<file path="config.mk">
export PLATFORM = sky130hd
export DESIGN_NAME = dblc_debug_break_loop
export DESIGN_NICKNAME = d
export VERILOG_FILES = /design/src/dblc_pkg.sv /design/src/dblc_brk_decode.sv /design/src/dblc_counter.sv /design/src/dblc_debug_break_loop.sv
export SDC_FILE = /design/constraint.sdc
export NUM_CORES = 1
export LEC_CHECK = 0
export ABC_CLOCK_PERIOD_IN_PS = 3990
export BUFFER_PORTS_ARGS = -buffer_cell sky130_fd_sc_hd__buf_2
export CAP_MARGIN = 20
export CELL_PAD_IN_SITES_DETAIL_PLACEMENT = 0
export CELL_PAD_IN_SITES_GLOBAL_PLACEMENT = 1
export CORE_UTILIZATION = 38
export DETAILED_ROUTE_END_ITERATION = 10
export GPL_TIMING_DRIVEN = 1
export HOLD_SLACK_MARGIN = 0.1
export PLACE_DENSITY = 0.88
export SYNTH_ARGS = -nofsm -noshare
export SYNTH_HDL_FRONTEND = slang
export SYNTH_SLANG_ARGS = --single-unit
export TNS_END_PERCENT = 5
</file>
<file path="constraint.sdc">
create_clock -name hclk -period 3.99 [get_ports hclk]
set_input_delay 0 -clock hclk [delete_from_list [all_inputs] [get_ports hclk]]
set_output_delay 0 -clock hclk [all_outputs]
set_load 0.02 [all_outputs]
</file>
<file path="src/dblc_pkg.sv">
/*
 package for the debug break/loop counter block: register map, fields,
 command codes and carrier structs.
 assumes a single hclk domain and an ahb-lite register bus.
*/
package dblc_pkg;
   // register byte addresses
   localparam logic [7:0] ADDR_CTRL = 8'h00;
   localparam logic [7:0] ADDR_STAT = 8'h04;
   localparam logic [7:0] ADDR_CNTR = 8'h08;
   localparam logic [7:0] ADDR_CMD = 8'h0c;
   // control register fields
   localparam int CTRL_HALT = 0;
   localparam int CTRL_BRKEN = 1;
   localparam int CTRL_LOOP = 2;
   localparam int CTRL_CMODE_LO = 3;
   localparam int CTRL_CMODE_HI = 4;
   localparam logic [4:0] CTRL_RESET = 5'h00;
   // status register fields
   localparam int STAT_HALT = 0;
   localparam int STAT_IDLE = 1;
   localparam int STAT_CMDERR = 2;
   localparam int STAT_CNTSTOP = 3;
   // counter
   localparam int CNT_W = 16;
   localparam logic [15:0] CNT_MAX = 16'hffff;
   localparam logic [15:0] CNT_ZERO = 16'h0000;
   localparam logic [15:0] CNT_ONE = 16'h0001;
   // break opcode
   localparam logic [7:0] OPC_BREAK = 8'h00;
   // commands allowed while looping
   localparam logic [7:0] CMD_READ_STATUS = 8'h02;
   localparam logic [7:0] CMD_WRITE_CTRL = 8'h04;

   typedef enum logic [1:0] {
      CM_OFF,
      CM_CYCLES,
      CM_DOWN,
      CM_MATCH
   } dblc_cmode_e;

   typedef struct packed {
      logic fetch;
      logic [7:0] opcode;
      logic [15:0] pc;
      logic in_isr;
      logic ret_to_loop;
   } dblc_core_s;

   typedef struct packed {
      logic halt;
      logic loop;
      logic svc_en;
   } dblc_ctl_s;
endpackage

</file>
<file path="src/dblc_brk_decode.sv">
/*
 break instruction decoder.
 assumes opcode and fetch are valid in the same cycle.
*/
`timescale 1ns/10ps
module dblc_brk_decode (
   input wire logic fetch,
   input wire logic [7:0] opcode,
   output logic is_break
);
   // erased-then-programmed flash byte doubles as breakpoint
   assign is_break = fetch && (opcode == dblc_pkg::OPC_BREAK);
endmodule // dblc_brk_decode

</file>
<file path="src/dblc_counter.sv">
/*
 16-bit multipurpose debug counter.
 assumes enables come from the debugger fsm on hclk.
*/
`timescale 1ns/10ps
module dblc_counter (
   input wire logic hclk,
   input wire logic hresetn,
   input wire logic [1:0] cmode,
   input wire logic halted,
   input wire logic leave_debug,
   input wire logic load,
   input wire logic [15:0] load_val,
   input wire logic [15:0] pc,
   input wire logic fetch,
   output logic [15:0] count,
   output logic brk_req,
   output logic stopped
);
   logic [15:0] cnt_q;
   logic down_hit;
   logic match_hit;

   assign count = cnt_q;
   assign stopped = (cmode == dblc_pkg::CM_CYCLES) &&
                    (halted || cnt_q == dblc_pkg::CNT_MAX);
   assign down_hit = (cmode == dblc_pkg::CM_DOWN) && !halted &&
                     (cnt_q == dblc_pkg::CNT_ONE);
   assign match_hit = (cmode == dblc_pkg::CM_MATCH) && !halted && fetch &&
                      (cnt_q == pc);
   assign brk_req = down_hit || match_hit;

   always_ff @(posedge hclk or negedge hresetn) begin
      if (!hresetn) begin
         cnt_q <= dblc_pkg::CNT_ZERO;
      end else if (load) begin
         cnt_q <= load_val;
      end else if (leave_debug && cmode == dblc_pkg::CM_CYCLES) begin
         cnt_q <= dblc_pkg::CNT_ZERO;
      end else if (cmode == dblc_pkg::CM_CYCLES && !stopped) begin
         cnt_q <= cnt_q + dblc_pkg::CNT_ONE;
      end else if (cmode == dblc_pkg::CM_DOWN && !halted &&
                   cnt_q != dblc_pkg::CNT_ZERO) begin
         cnt_q <= cnt_q - dblc_pkg::CNT_ONE;
      end
   end
endmodule // dblc_counter

</file>
<file path="src/dblc_debug_break_loop.sv">
/*
 debugger break handling: halt or loop on break instruction, idle status,
 command gating and the multipurpose counter, over an ahb-lite slave.
 assumes core status signals are synchronous to hclk and that the core
 obeys halt, loop and svc_en within the cycle they are given.
*/
// Summary of operation
// - with breaks enabled a break either halts the core or loops it.
// - while looping the core still serves dma and interrupt requests.
// - a break met inside a service routine while looping halts the core.
// - a status idle bit shows that the core loops on a break.
// - after loop clear the core returns to the break and halts itself.
// - most debugger commands are refused while looping, not halted.
// - the break instruction is opcode 00h.
// - a 16-bit counter can count clock cycles between breaks.
// - in countdown use the counter breaks on reaching zero.
// - in compare use the counter breaks on matching the pc.
// - cycle counting runs outside debug and stops at ffffh or on halt.
// - cycle counting clears to 0000h on leaving debug mode.
`timescale 1ns/10ps
module dblc_debug_break_loop (
   input wire logic hclk,
   input wire logic hresetn,
   input wire logic hsel,
   input wire logic [7:0] haddr,
   input wire logic [1:0] htrans,
   input wire logic hwrite,
   input wire logic [2:0] hsize,
   input wire logic [31:0] hwdata,
   input wire logic hready,
   output logic [31:0] hrdata,
   output logic hreadyout,
   output logic hresp,
   input wire dblc_pkg::dblc_core_s core_in,
   output dblc_pkg::dblc_ctl_s core_ctl,
   output logic cmd_ok,
   output logic cmd_err
);
   typedef enum logic [1:0] {
      ST_RUN,
      ST_LOOP,
      ST_DRAIN,
      ST_HALT
   } dblc_state_e;

   dblc_state_e st_q;
   dblc_state_e st_d;
   logic [4:0] ctrl_q;
   logic [31:0] hrdata_q;
   logic cmd_ok_q;
   logic cmd_err_q;
   logic cmderr_sticky_q;
   logic halt_set_q;
   dblc_pkg::dblc_ctl_s ctl_q;
   logic wr_pend_q;
   logic rd_pend_q;
   logic [7:0] addr_q;
   logic is_break;
   logic cnt_brk;
   logic [15:0] count;
   logic cnt_stop;
   logic leave_debug;
   logic cnt_load;
   logic halted;
   logic [1:0] cmode;
   logic allowed_cmd;
   logic wr_ctrl;
   logic wr_cmd;

   assign halted = (st_q == ST_HALT);
   assign cmode = ctrl_q[dblc_pkg::CTRL_CMODE_HI:dblc_pkg::CTRL_CMODE_LO];

   dblc_brk_decode u_dec (
      .fetch(core_in.fetch),
      .opcode(core_in.opcode),
      .is_break(is_break)
   );

   // ahb-lite address phase capture; zero wait states
   always_ff @(posedge hclk or negedge hresetn) begin
      if (!hresetn) begin
         wr_pend_q <= 1'b0;
         rd_pend_q <= 1'b0;
         addr_q <= 8'h00;
      end else if (hready) begin
         wr_pend_q <= hsel && htrans[1] && hwrite;
         rd_pend_q <= hsel && htrans[1] && !hwrite;
         addr_q <= haddr;
      end
   end

   assign wr_ctrl = wr_pend_q && addr_q == dblc_pkg::ADDR_CTRL;
   assign wr_cmd = wr_pend_q && addr_q == dblc_pkg::ADDR_CMD;
   assign cnt_load = wr_pend_q && addr_q == dblc_pkg::ADDR_CNTR;
   assign leave_debug = halted && st_d != ST_HALT;

   dblc_counter u_cnt (
      .hclk(hclk),
      .hresetn(hresetn),
      .cmode(cmode),
      .halted(halted),
      .leave_debug(leave_debug),
      .load(cnt_load),
      .load_val(hwdata[15:0]),
      .pc(core_in.pc),
      .fetch(core_in.fetch),
      .count(count),
      .brk_req(cnt_brk),
      .stopped(cnt_stop)
   );

   // break state machine
   always_comb begin
      st_d = st_q;
      case (st_q)
         ST_RUN: begin
            if (cnt_brk) begin
               st_d = ST_HALT;
            end else if (is_break && ctrl_q[dblc_pkg::CTRL_BRKEN]) begin
               if (ctrl_q[dblc_pkg::CTRL_LOOP]) begin
                  st_d = ST_LOOP;
               end else begin
                  st_d = ST_HALT;
               end
            end else if (wr_ctrl && hwdata[dblc_pkg::CTRL_HALT]) begin
               st_d = ST_HALT;
            end
         end
         ST_LOOP: begin
            if (is_break && core_in.in_isr) begin
               st_d = ST_HALT;
            end else if (!ctrl_q[dblc_pkg::CTRL_LOOP]) begin
               st_d = ST_DRAIN;
            end
         end
         ST_DRAIN: begin
            // isr may still be running; wait for return to the break
            if (core_in.ret_to_loop || (is_break && !core_in.in_isr)) begin
               st_d = ST_HALT;
            end else if (is_break && core_in.in_isr) begin
               st_d = ST_HALT;
            end
         end
         ST_HALT: begin
            if (!ctrl_q[dblc_pkg::CTRL_HALT] && !halt_set_q) begin
               st_d = ST_RUN;
            end
         end
         default: st_d = ST_RUN;
      endcase
   end

   always_ff @(posedge hclk or negedge hresetn) begin
      if (!hresetn) begin
         st_q <= ST_RUN;
      end else begin
         st_q <= st_d;
      end
   end

   // control register; hardware sets the halt bit on entering debug
   always_ff @(posedge hclk or negedge hresetn) begin
      if (!hresetn) begin
         ctrl_q <= dblc_pkg::CTRL_RESET;
      end else begin
         if (wr_ctrl) begin
            ctrl_q <= hwdata[4:0];
         end
         if (st_d == ST_HALT && st_q != ST_HALT) begin
            ctrl_q[dblc_pkg::CTRL_HALT] <= 1'b1;
         end
      end
   end

   // one-cycle guard so a halt set this cycle is not left at once
   always_ff @(posedge hclk or negedge hresetn) begin
      if (!hresetn) begin
         halt_set_q <= 1'b0;
      end else begin
         halt_set_q <= (st_d == ST_HALT && st_q != ST_HALT);
      end
   end

   // core controls; loop keeps interrupt and dma service open
   always_ff @(posedge hclk or negedge hresetn) begin
      if (!hresetn) begin
         ctl_q <= '0;
      end else begin
         ctl_q.halt <= (st_d == ST_HALT);
         ctl_q.loop <= (st_d == ST_LOOP) || (st_d == ST_DRAIN);
         ctl_q.svc_en <= (st_d != ST_HALT);
      end
   end
   assign core_ctl = ctl_q;

   // command gate: only status and control access while not halted
   assign allowed_cmd = hwdata[7:0] == dblc_pkg::CMD_READ_STATUS ||
                        hwdata[7:0] == dblc_pkg::CMD_WRITE_CTRL;
   always_ff @(posedge hclk or negedge hresetn) begin
      if (!hresetn) begin
         cmd_ok_q <= 1'b0;
         cmd_err_q <= 1'b0;
      end else begin
         cmd_ok_q <= wr_cmd && (halted || allowed_cmd);
         cmd_err_q <= wr_cmd && !halted && !allowed_cmd;
      end
   end
   assign cmd_ok = cmd_ok_q;
   assign cmd_err = cmd_err_q;

   // sticky command error; a new refusal wins over a clear
   always_ff @(posedge hclk or negedge hresetn) begin
      if (!hresetn) begin
         cmderr_sticky_q <= 1'b0;
      end else if (wr_cmd && !halted && !allowed_cmd) begin
         cmderr_sticky_q <= 1'b1;
      end else if (wr_pend_q && addr_q == dblc_pkg::ADDR_STAT &&
                   hwdata[dblc_pkg::STAT_CMDERR]) begin
         cmderr_sticky_q <= 1'b0;
      end
   end

   // read data registered in the address phase
   always_ff @(posedge hclk or negedge hresetn) begin
      if (!hresetn) begin
         hrdata_q <= 32'h0000_0000;
      end else if (hready && hsel && htrans[1] && !hwrite) begin
         case (haddr)
            dblc_pkg::ADDR_CTRL: hrdata_q <= {27'h0, ctrl_q};
            dblc_pkg::ADDR_STAT: hrdata_q <= {28'h0, cnt_stop,
               cmderr_sticky_q, st_q == ST_LOOP || st_q == ST_DRAIN,
               halted};
            dblc_pkg::ADDR_CNTR: hrdata_q <= {16'h0, count};
            default: hrdata_q <= 32'h0000_0000;
         endcase
      end
   end
   assign hrdata = hrdata_q;
   assign hreadyout = 1'b1;
   assign hresp = 1'b0;
endmodule // dblc_debug_break_loop

</file>
Word-level counts from Yosys, hierarchy flattened
Cells that the tools add are included.

operators by class
  reductions and logical operators = 52
  $add $sub $neg = 2
  multiplexer cells = 19
  equality and inequality tests = 21

operators by type and width
  kind                                                                    number
  16-bit two-way mux                                                      4
  16-bit one-hot mux with 3 select lines                                  1
  1-bit logical AND                                                       30
  8-bit by 3-bit equality test with 1-bit output, second input constant   3
  8-bit by 4-bit equality test with 1-bit output, second input constant   3
  8-bit logical NOT                                                       3
  2-bit two-way mux                                                       9
  16-bit by 1-bit adder with 16-bit output, second input constant         1
  16-bit by 1-bit equality test with 1-bit output, second input constant  1
  16-bit equality test                                                    1
  16-bit equality test, second input constant                             1
  16-bit nonzero test                                                     1
  16-bit by 1-bit subtractor with 16-bit output, second input constant    1
  2-bit equality test, second input constant                              6
  8-bit by 2-bit equality test with 1-bit output, second input constant   1
  2-bit one-hot mux with 4 select lines                                   1
  1-bit logical NOT                                                       7
  1-bit logical OR                                                        7
  2-bit by 1-bit equality test with 1-bit output, second input constant   3
  1-bit two-way mux                                                       4
  2-bit inequality test, second input constant                            2
  2-bit nonzero test                                                      2
  4-bit nonzero test                                                      1
  2-bit logical NOT                                                       1

storage, ports and cells
  flip-flop bits (word level) = 71
  word-level logic and storage cells = 108
  input bits = 77

Logic depth before layout (Yosys ltp)
  depth in word-level cells = 13
  mapped depth = 15

Cells and area by module
From an unflattened synthesis, not the netlist that was laid out.

unflattened totals
  cells, all modules = 414
  area total of the unflattened synthesis = 3768.6 µm²

by module, submodules not included
  module                 seq. area each (µm²)  cells each  area an instance (µm²)  times used
  dblc_debug_break_loop  975.9                 168         1951.9                  1
  dblc_counter           400.4                 243         1788.0                  1
  dblc_brk_decode        0.0                   3           28.8                    1

Worst setup path before layout
No wires, ideal clock.

  path type = register -> register
  start point = register u_cnt.cnt_q[4], in the netlist u_cnt.count[4]
  end point = register u_cnt.cnt_q[1], in the netlist u_cnt.count[1]
  slack = 1012 ps
  required time = 3854 ps
  clock period less this slack = 2978 ps
  buffers on the path = 1
  stages on the path, launching flop included = 15
  data arrival time = 2842 ps
  cell sequence = dfrtp_1 -> buf_4 -> or3_4 -> or3_4 -> o31a_1 -> o21ai_1 -> o22ai_1 -> o21ai_0 -> ha_1 -> nor2_1 -> nand3_1 -> nand2_1 -> or3_1 -> a21oi_1 -> a211oi_1

between the ends
  word-level cells in the longest chain between the ends = 10
  elaborated cells on any way between the ends = 21
  those cells by class = eq/ne: 4; mux: 5; reduce/logical: 12

RTL lines
  item                                                                                     RTL line                                RTL
  from (decl)                                                                              dblc_counter.sv:20                      logic [15:0] cnt_q;
  from (signal assigned)                                                                   dblc_counter.sv:35                      cnt_q <= dblc_pkg::CNT_ZERO;
  from (signal assigned)                                                                   dblc_counter.sv:37                      cnt_q <= load_val;
  from (signal assigned)                                                                   dblc_counter.sv:39                      cnt_q <= dblc_pkg::CNT_ZERO;
  16-bit by 1-bit equality test with 1-bit output or 16-bit equality test (tied branches)  dblc_counter.sv:28, dblc_counter.sv:30
  1-bit logical AND, on equally long branches                                              dblc_counter.sv:27, dblc_counter.sv:29
  1-bit logical OR (*)                                                                     dblc_counter.sv:31                      assign brk_req = down_hit || match_hit;
  2-bit two-way mux (*)                                                                    dblc_debug_break_loop.sv:117            if (cnt_brk) begin
  2-bit one-hot mux with 4 select lines (*)                                                dblc_debug_break_loop.sv:115            case (st_q)
  via st_d[0]                                                                              dblc_debug_break_loop.sv:47             dblc_state_e st_d;
  2-bit inequality test (*)                                                                dblc_debug_break_loop.sv:95             assign leave_debug = halted && st_d != ST_HALT;
  1-bit logical AND (*)                                                                    dblc_debug_break_loop.sv:95
  1-bit logical AND (*)                                                                    dblc_counter.sv:38                      end else if (leave_debug && cmode == dblc_pkg::CM_CYCLES) begin
  16-bit two-way mux                                                                       dblc_counter.sv:38
  16-bit two-way mux                                                                       dblc_counter.sv:36                      end else if (load) begin

The timed path passes the listed nets; every way through them passes the cells marked *.
A chain may end at the register's enable or synchronous reset.

Worst setup path in the final report
  start point = register u_cnt.cnt_q[4], in the netlist u_cnt.count[4]
  end point = register u_cnt.cnt_q[6], in the netlist u_cnt.count[6]

Same word-level chain as after synthesis.

==> flow_summary_export.csv <==
group,metric,value,unit
status,status,"complete, no violations",
detailed_routing,drc,0,
critical_path,critPathCapture,"u_cnt.count[6]$_DFFE_PN0P_",
sta,slew_headroom,0.4568,
clocking,cts_max_path_buffers,2,
critical_path,reg2reg_depth,14,
floorplanning,coreArea,8848,µm²
sta,period_minus_slack,3.430,ns
critical_path,startpoint_type,"flip-flop",
critical_path,setup.worst_path.start,"u_cnt.count[4]$_DFFE_PN0P_",
detailed_routing,first_pass_iters,6,
synth,async_reset_ff_frac,1.000,
clocking,cts_root_buf,"clkbuf_8",
power,peakVddDrop,0.1909,mV
synth,yosysWarnings,0,
synth,synth_flop_cell,"dfrtp_1",
detailed_routing,drt_iter0_markers,203,
floorplanning,io-pin-count,116,
cells_and_area,post-route-util,0.4902,
placement,hpwl,6.978,mm
critical_path,slowest_stage,"dfrtp_1",
synth,synth_cells,384,
synth,synth_seq_cells,55,
cells_and_area,area_growth_syn_to_layout,22.55,%
critical_path,cp-end-kind,"flip-flop",
clocking,cts_setup_buffers,0,
critical_path,crit_path_max_fanout,12,
placement,numPortBuffers,77,
sta,fin_worst_skew,0.006807,ns
detailed_routing,num_vias,3270,
clocking,cts_max_level,2,
grt,grt_overflow,0,
floorplanning,die_w,98.52,µm
synth,synth_cell_type_count,63,
critical_path,r2r_slack,0.56,ns
power,power_density,466.8,nW/µm²
critical_path,crit_chain,"or3_4 > or3_4 > o31a_1 > o21ai_1 > o22ai_1 > o21ai_0 > ha_1 > nor2_1 > nand3_1 > nand2_1 > buf_4 > nor4_1 > a21oi_1 > nand3_1",
hold_path,min_path_type,"in2reg",
detailed_routing,route.met3.wl,481,µm
detailed_routing,wl_per_cell,16.48,µm
detailed_routing,ant_nets,0,
placement,place_congestion,0.8204,
detailed_routing,dr_wl_met2,4.704,mm
critical_path,r2r_end,"u_cnt.count[6]$_DFFE_PN0P_",
critical_path,required,4.24,ns
sta,setup_viol,0,
synth,avgSynthCellArea,9.218,µm²
grt,grt_max_degree,56,
synth,synth_edf_count,0,
sta,hold_viol_final,0,
sta,timing.hold.ws,0.1396,ns
clocking,cts.sinks,55,
clocking,clkLatencyLatePin,0.32,ns
sta,finalMaxSlewViolations,0,
grt,grt_util_all_layers,0.2109,
sta,tightest_slew,0.8105,ns
synth,seq_area_frac_synth,0.3888,
floorplanning,dieArea,9705,µm²
sta,rsz0062_at_grt,"false",
cells_and_area,fin_nets,567,
detailed_routing,routed_wl,9.725,mm
sta,fin_tns_setup,0,ns
cells_and_area,drive_above_1_share,0.2407,
grt,grt_pass1_wl,16.12,mm
cells_and_area,antenna_cells,0,
power,total_leakage_power,2.011,nW
critical_path,max_stage_delay,0.54,ns
sta,max_freq,0.2915,GHz
run,cap_violations,0,
floorplanning,rows,34,
critical_path,r2r-start,"u_cnt.count[4]$_DFFE_PN0P_",
detailed_routing,wl_met1,4.320,mm
grt,grt_pass1_vias,3308,
floorplanning,start_util,0.4000,
grt,antenna_found_initial,0,
clocking,cts_tree,"done",
clocking,clkTransAtPathRegs,0.10,ns
sta,fin_crit_sh,0.8597,
critical_path,cp.arrival,3.68,ns
critical_path,crit_type,"reg2reg",
detailed_routing,top_layer_used,"met4",
floorplanning,die_y,98.52,µm
synth,synth_area,3540,µm²
detailed_routing,viasPerCell,5.542,
clocking,numCtsBuffers,5,
## worst max-delay path: cells and delay by family, from the launching register on
kind	cells	cell delay, ns
buffers and inverters	1	0.24
adder cells (fa/ha/maj)	1	0.25
flip-flops	1	0.54
AND/OR/NAND/NOR	7	1.56
AO/OA/AOI/OAI	5	0.77
## worst min-delay path by stage
stage	from	slack, ns	end	cells after the start
final	core_in[0]	0.14	st_q[0]$_DFF_PN0_	5
after global routing	core_in[0]	0.19	st_q[0]$_DFF_PN0_	5
after CTS	core_in[0]	0.14	st_q[0]$_DFF_PN0_	5
after detailed placement	hresetn	0.18	addr_q[5]$_DFFE_PN0P_	2
after global placement	hresetn	0.16	addr_q[5]$_DFFE_PN0P_	2
after floorplan	hresetn	-0.30	addr_q[0]$_DFFE_PN0P_	0
## cell type report
| cell class | instances | area, µm² |
|---|---|---|
| fillers | 826 | 4511 |
| multi-input cells | 292 | 1934 |
| flip-flops and latches | 55 | 1376 |
| repair buffers | 113 | 728.2 |
| well taps | 108 | 135.1 |
| clock buffers | 6 | 72.57 |
| inverters | 14 | 52.55 |
| clock inverters | 2 | 38.79 |
## cells in the mapped netlist (3+ instances only)
cell / instances / area share
a22o_1: 11 / 0.027
mux2i_1: 4 / 0.011
nand2b_1: 5 / 0.0088
ha_1: 9 / 0.032
a31oi_1: 3 / 0.0053
nand3_1: 8 / 0.011
nand4_1: 10 / 0.018
buf_4: 19 / 0.040
buf_2: 7 / 0.0099
or3_1: 3 / 0.0053
clkbuf_1: 10 / 0.011
inv_1: 14 / 0.015
and4_1: 3 / 0.0074
mux2_2: 11 / 0.035
nor3_1: 7 / 0.0099
o21ai_1: 7 / 0.0099
nor3_2: 3 / 0.0085
nor2_1: 29 / 0.031
xnor2_1: 11 / 0.027
dfrtp_1: 55 / 0.39
o22ai_1: 6 / 0.011
nor4_1: 8 / 0.014
o211ai_1: 4 / 0.0085
xor2_1: 17 / 0.042
a21oi_1: 12 / 0.017
o21ai_0: 16 / 0.023
nand4b_1: 3 / 0.0074
nand2_1: 35 / 0.037
and3_1: 4 / 0.0071
## metal layers
metal,GRT usage,up-vias
li1,-,1539
met1,0.2645,1601
met2,0.3619,112
met3,0.03759,18
met4,0.08152,0
met5,0,-
## cell usage in the layout (no fill, tap or decap), types with 4 or more instances in the layout
cell type and instances:
ha_1 9, nand3_1 8, nand4_1 10, nand2_1 35, dfrtp_1 55, buf_2 77
nand2b_1 5, clkbuf_8 5, and3_1 4, inv_1 14, buf_4 7, a21oi_1 12
o22ai_1 6, nor2_1 29, conb_1 18, nor3_1 7, dlygate4sd3_1 29, xnor2_1 11
o21ai_1 7, xor2_1 17, mux2_2 11, o21ai_0 16, mux2i_1 4, o211ai_1 4
nor4_1 8, a22o_1 11
## timing repair
item | in CTS | in global routing
hold buffers | 29 | 0
resized for setup | 0 | 0
hold endpoints to repair | 84 | 0
## where the power goes
| part | internal [mW] | leakage (nW) | switching, mW |
|---|---|---|---|
| sequential | 0.653 | 0.718 | 0.166 |
| clock | 0.190 | 0.0558 | 0.191 |
| combinational | 0.358 | 1.24 | 0.466 |
## sequential cells by signal (all words and copies together), names as in the netlist
register and flops:
addr_q 8, cmd_err 1, cmd_ok 1, cmderr_sticky_q 1, core_ctl 3, ctrl_q 5, halt_set_q 1, hrdata 16
st_q 2, u_cnt.count 16, wr_pend_q 1
## through the flow
| step | setup slack [ns] | std cells | area (µm²) | power (mW) |
|---|---|---|---|---|
| after global placement | 0.6463 | 553 | 3936 | 1.603 |
| after CTS | 0.5560 | 590 | 4338 | 2.033 |
| final | 0.5597 | 590 | 4338 | 2.025 |
| after detailed placement | 0.5901 | 553 | 3936 | 1.623 |
| after floorplan | 1.012 | 400 | 3600 | 1.391 |
| after global routing | 0.3624 | 590 | 4338 | 2.173 |
## logic make-up (layout without fill, tap and decap cells)
family / count (synthesis) / after routing / synth area share
flip-flops: 55 / 55 / 0.3888
multiplexers: 15 / 15 / 0.04631
AND/OR/NAND/NOR: 138 / 138 / 0.2206
XOR/XNOR: 28 / 28 / 0.06928
other: 2 / 18 / 0.002122
buffers and inverters: 53 / 135 / 0.08166
AO/OA/AOI/OAI: 84 / 84 / 0.1594
adder cells (fa/ha/maj): 9 / 9 / 0.03181
Note: power is estimated with default switching activity, not from simulation.
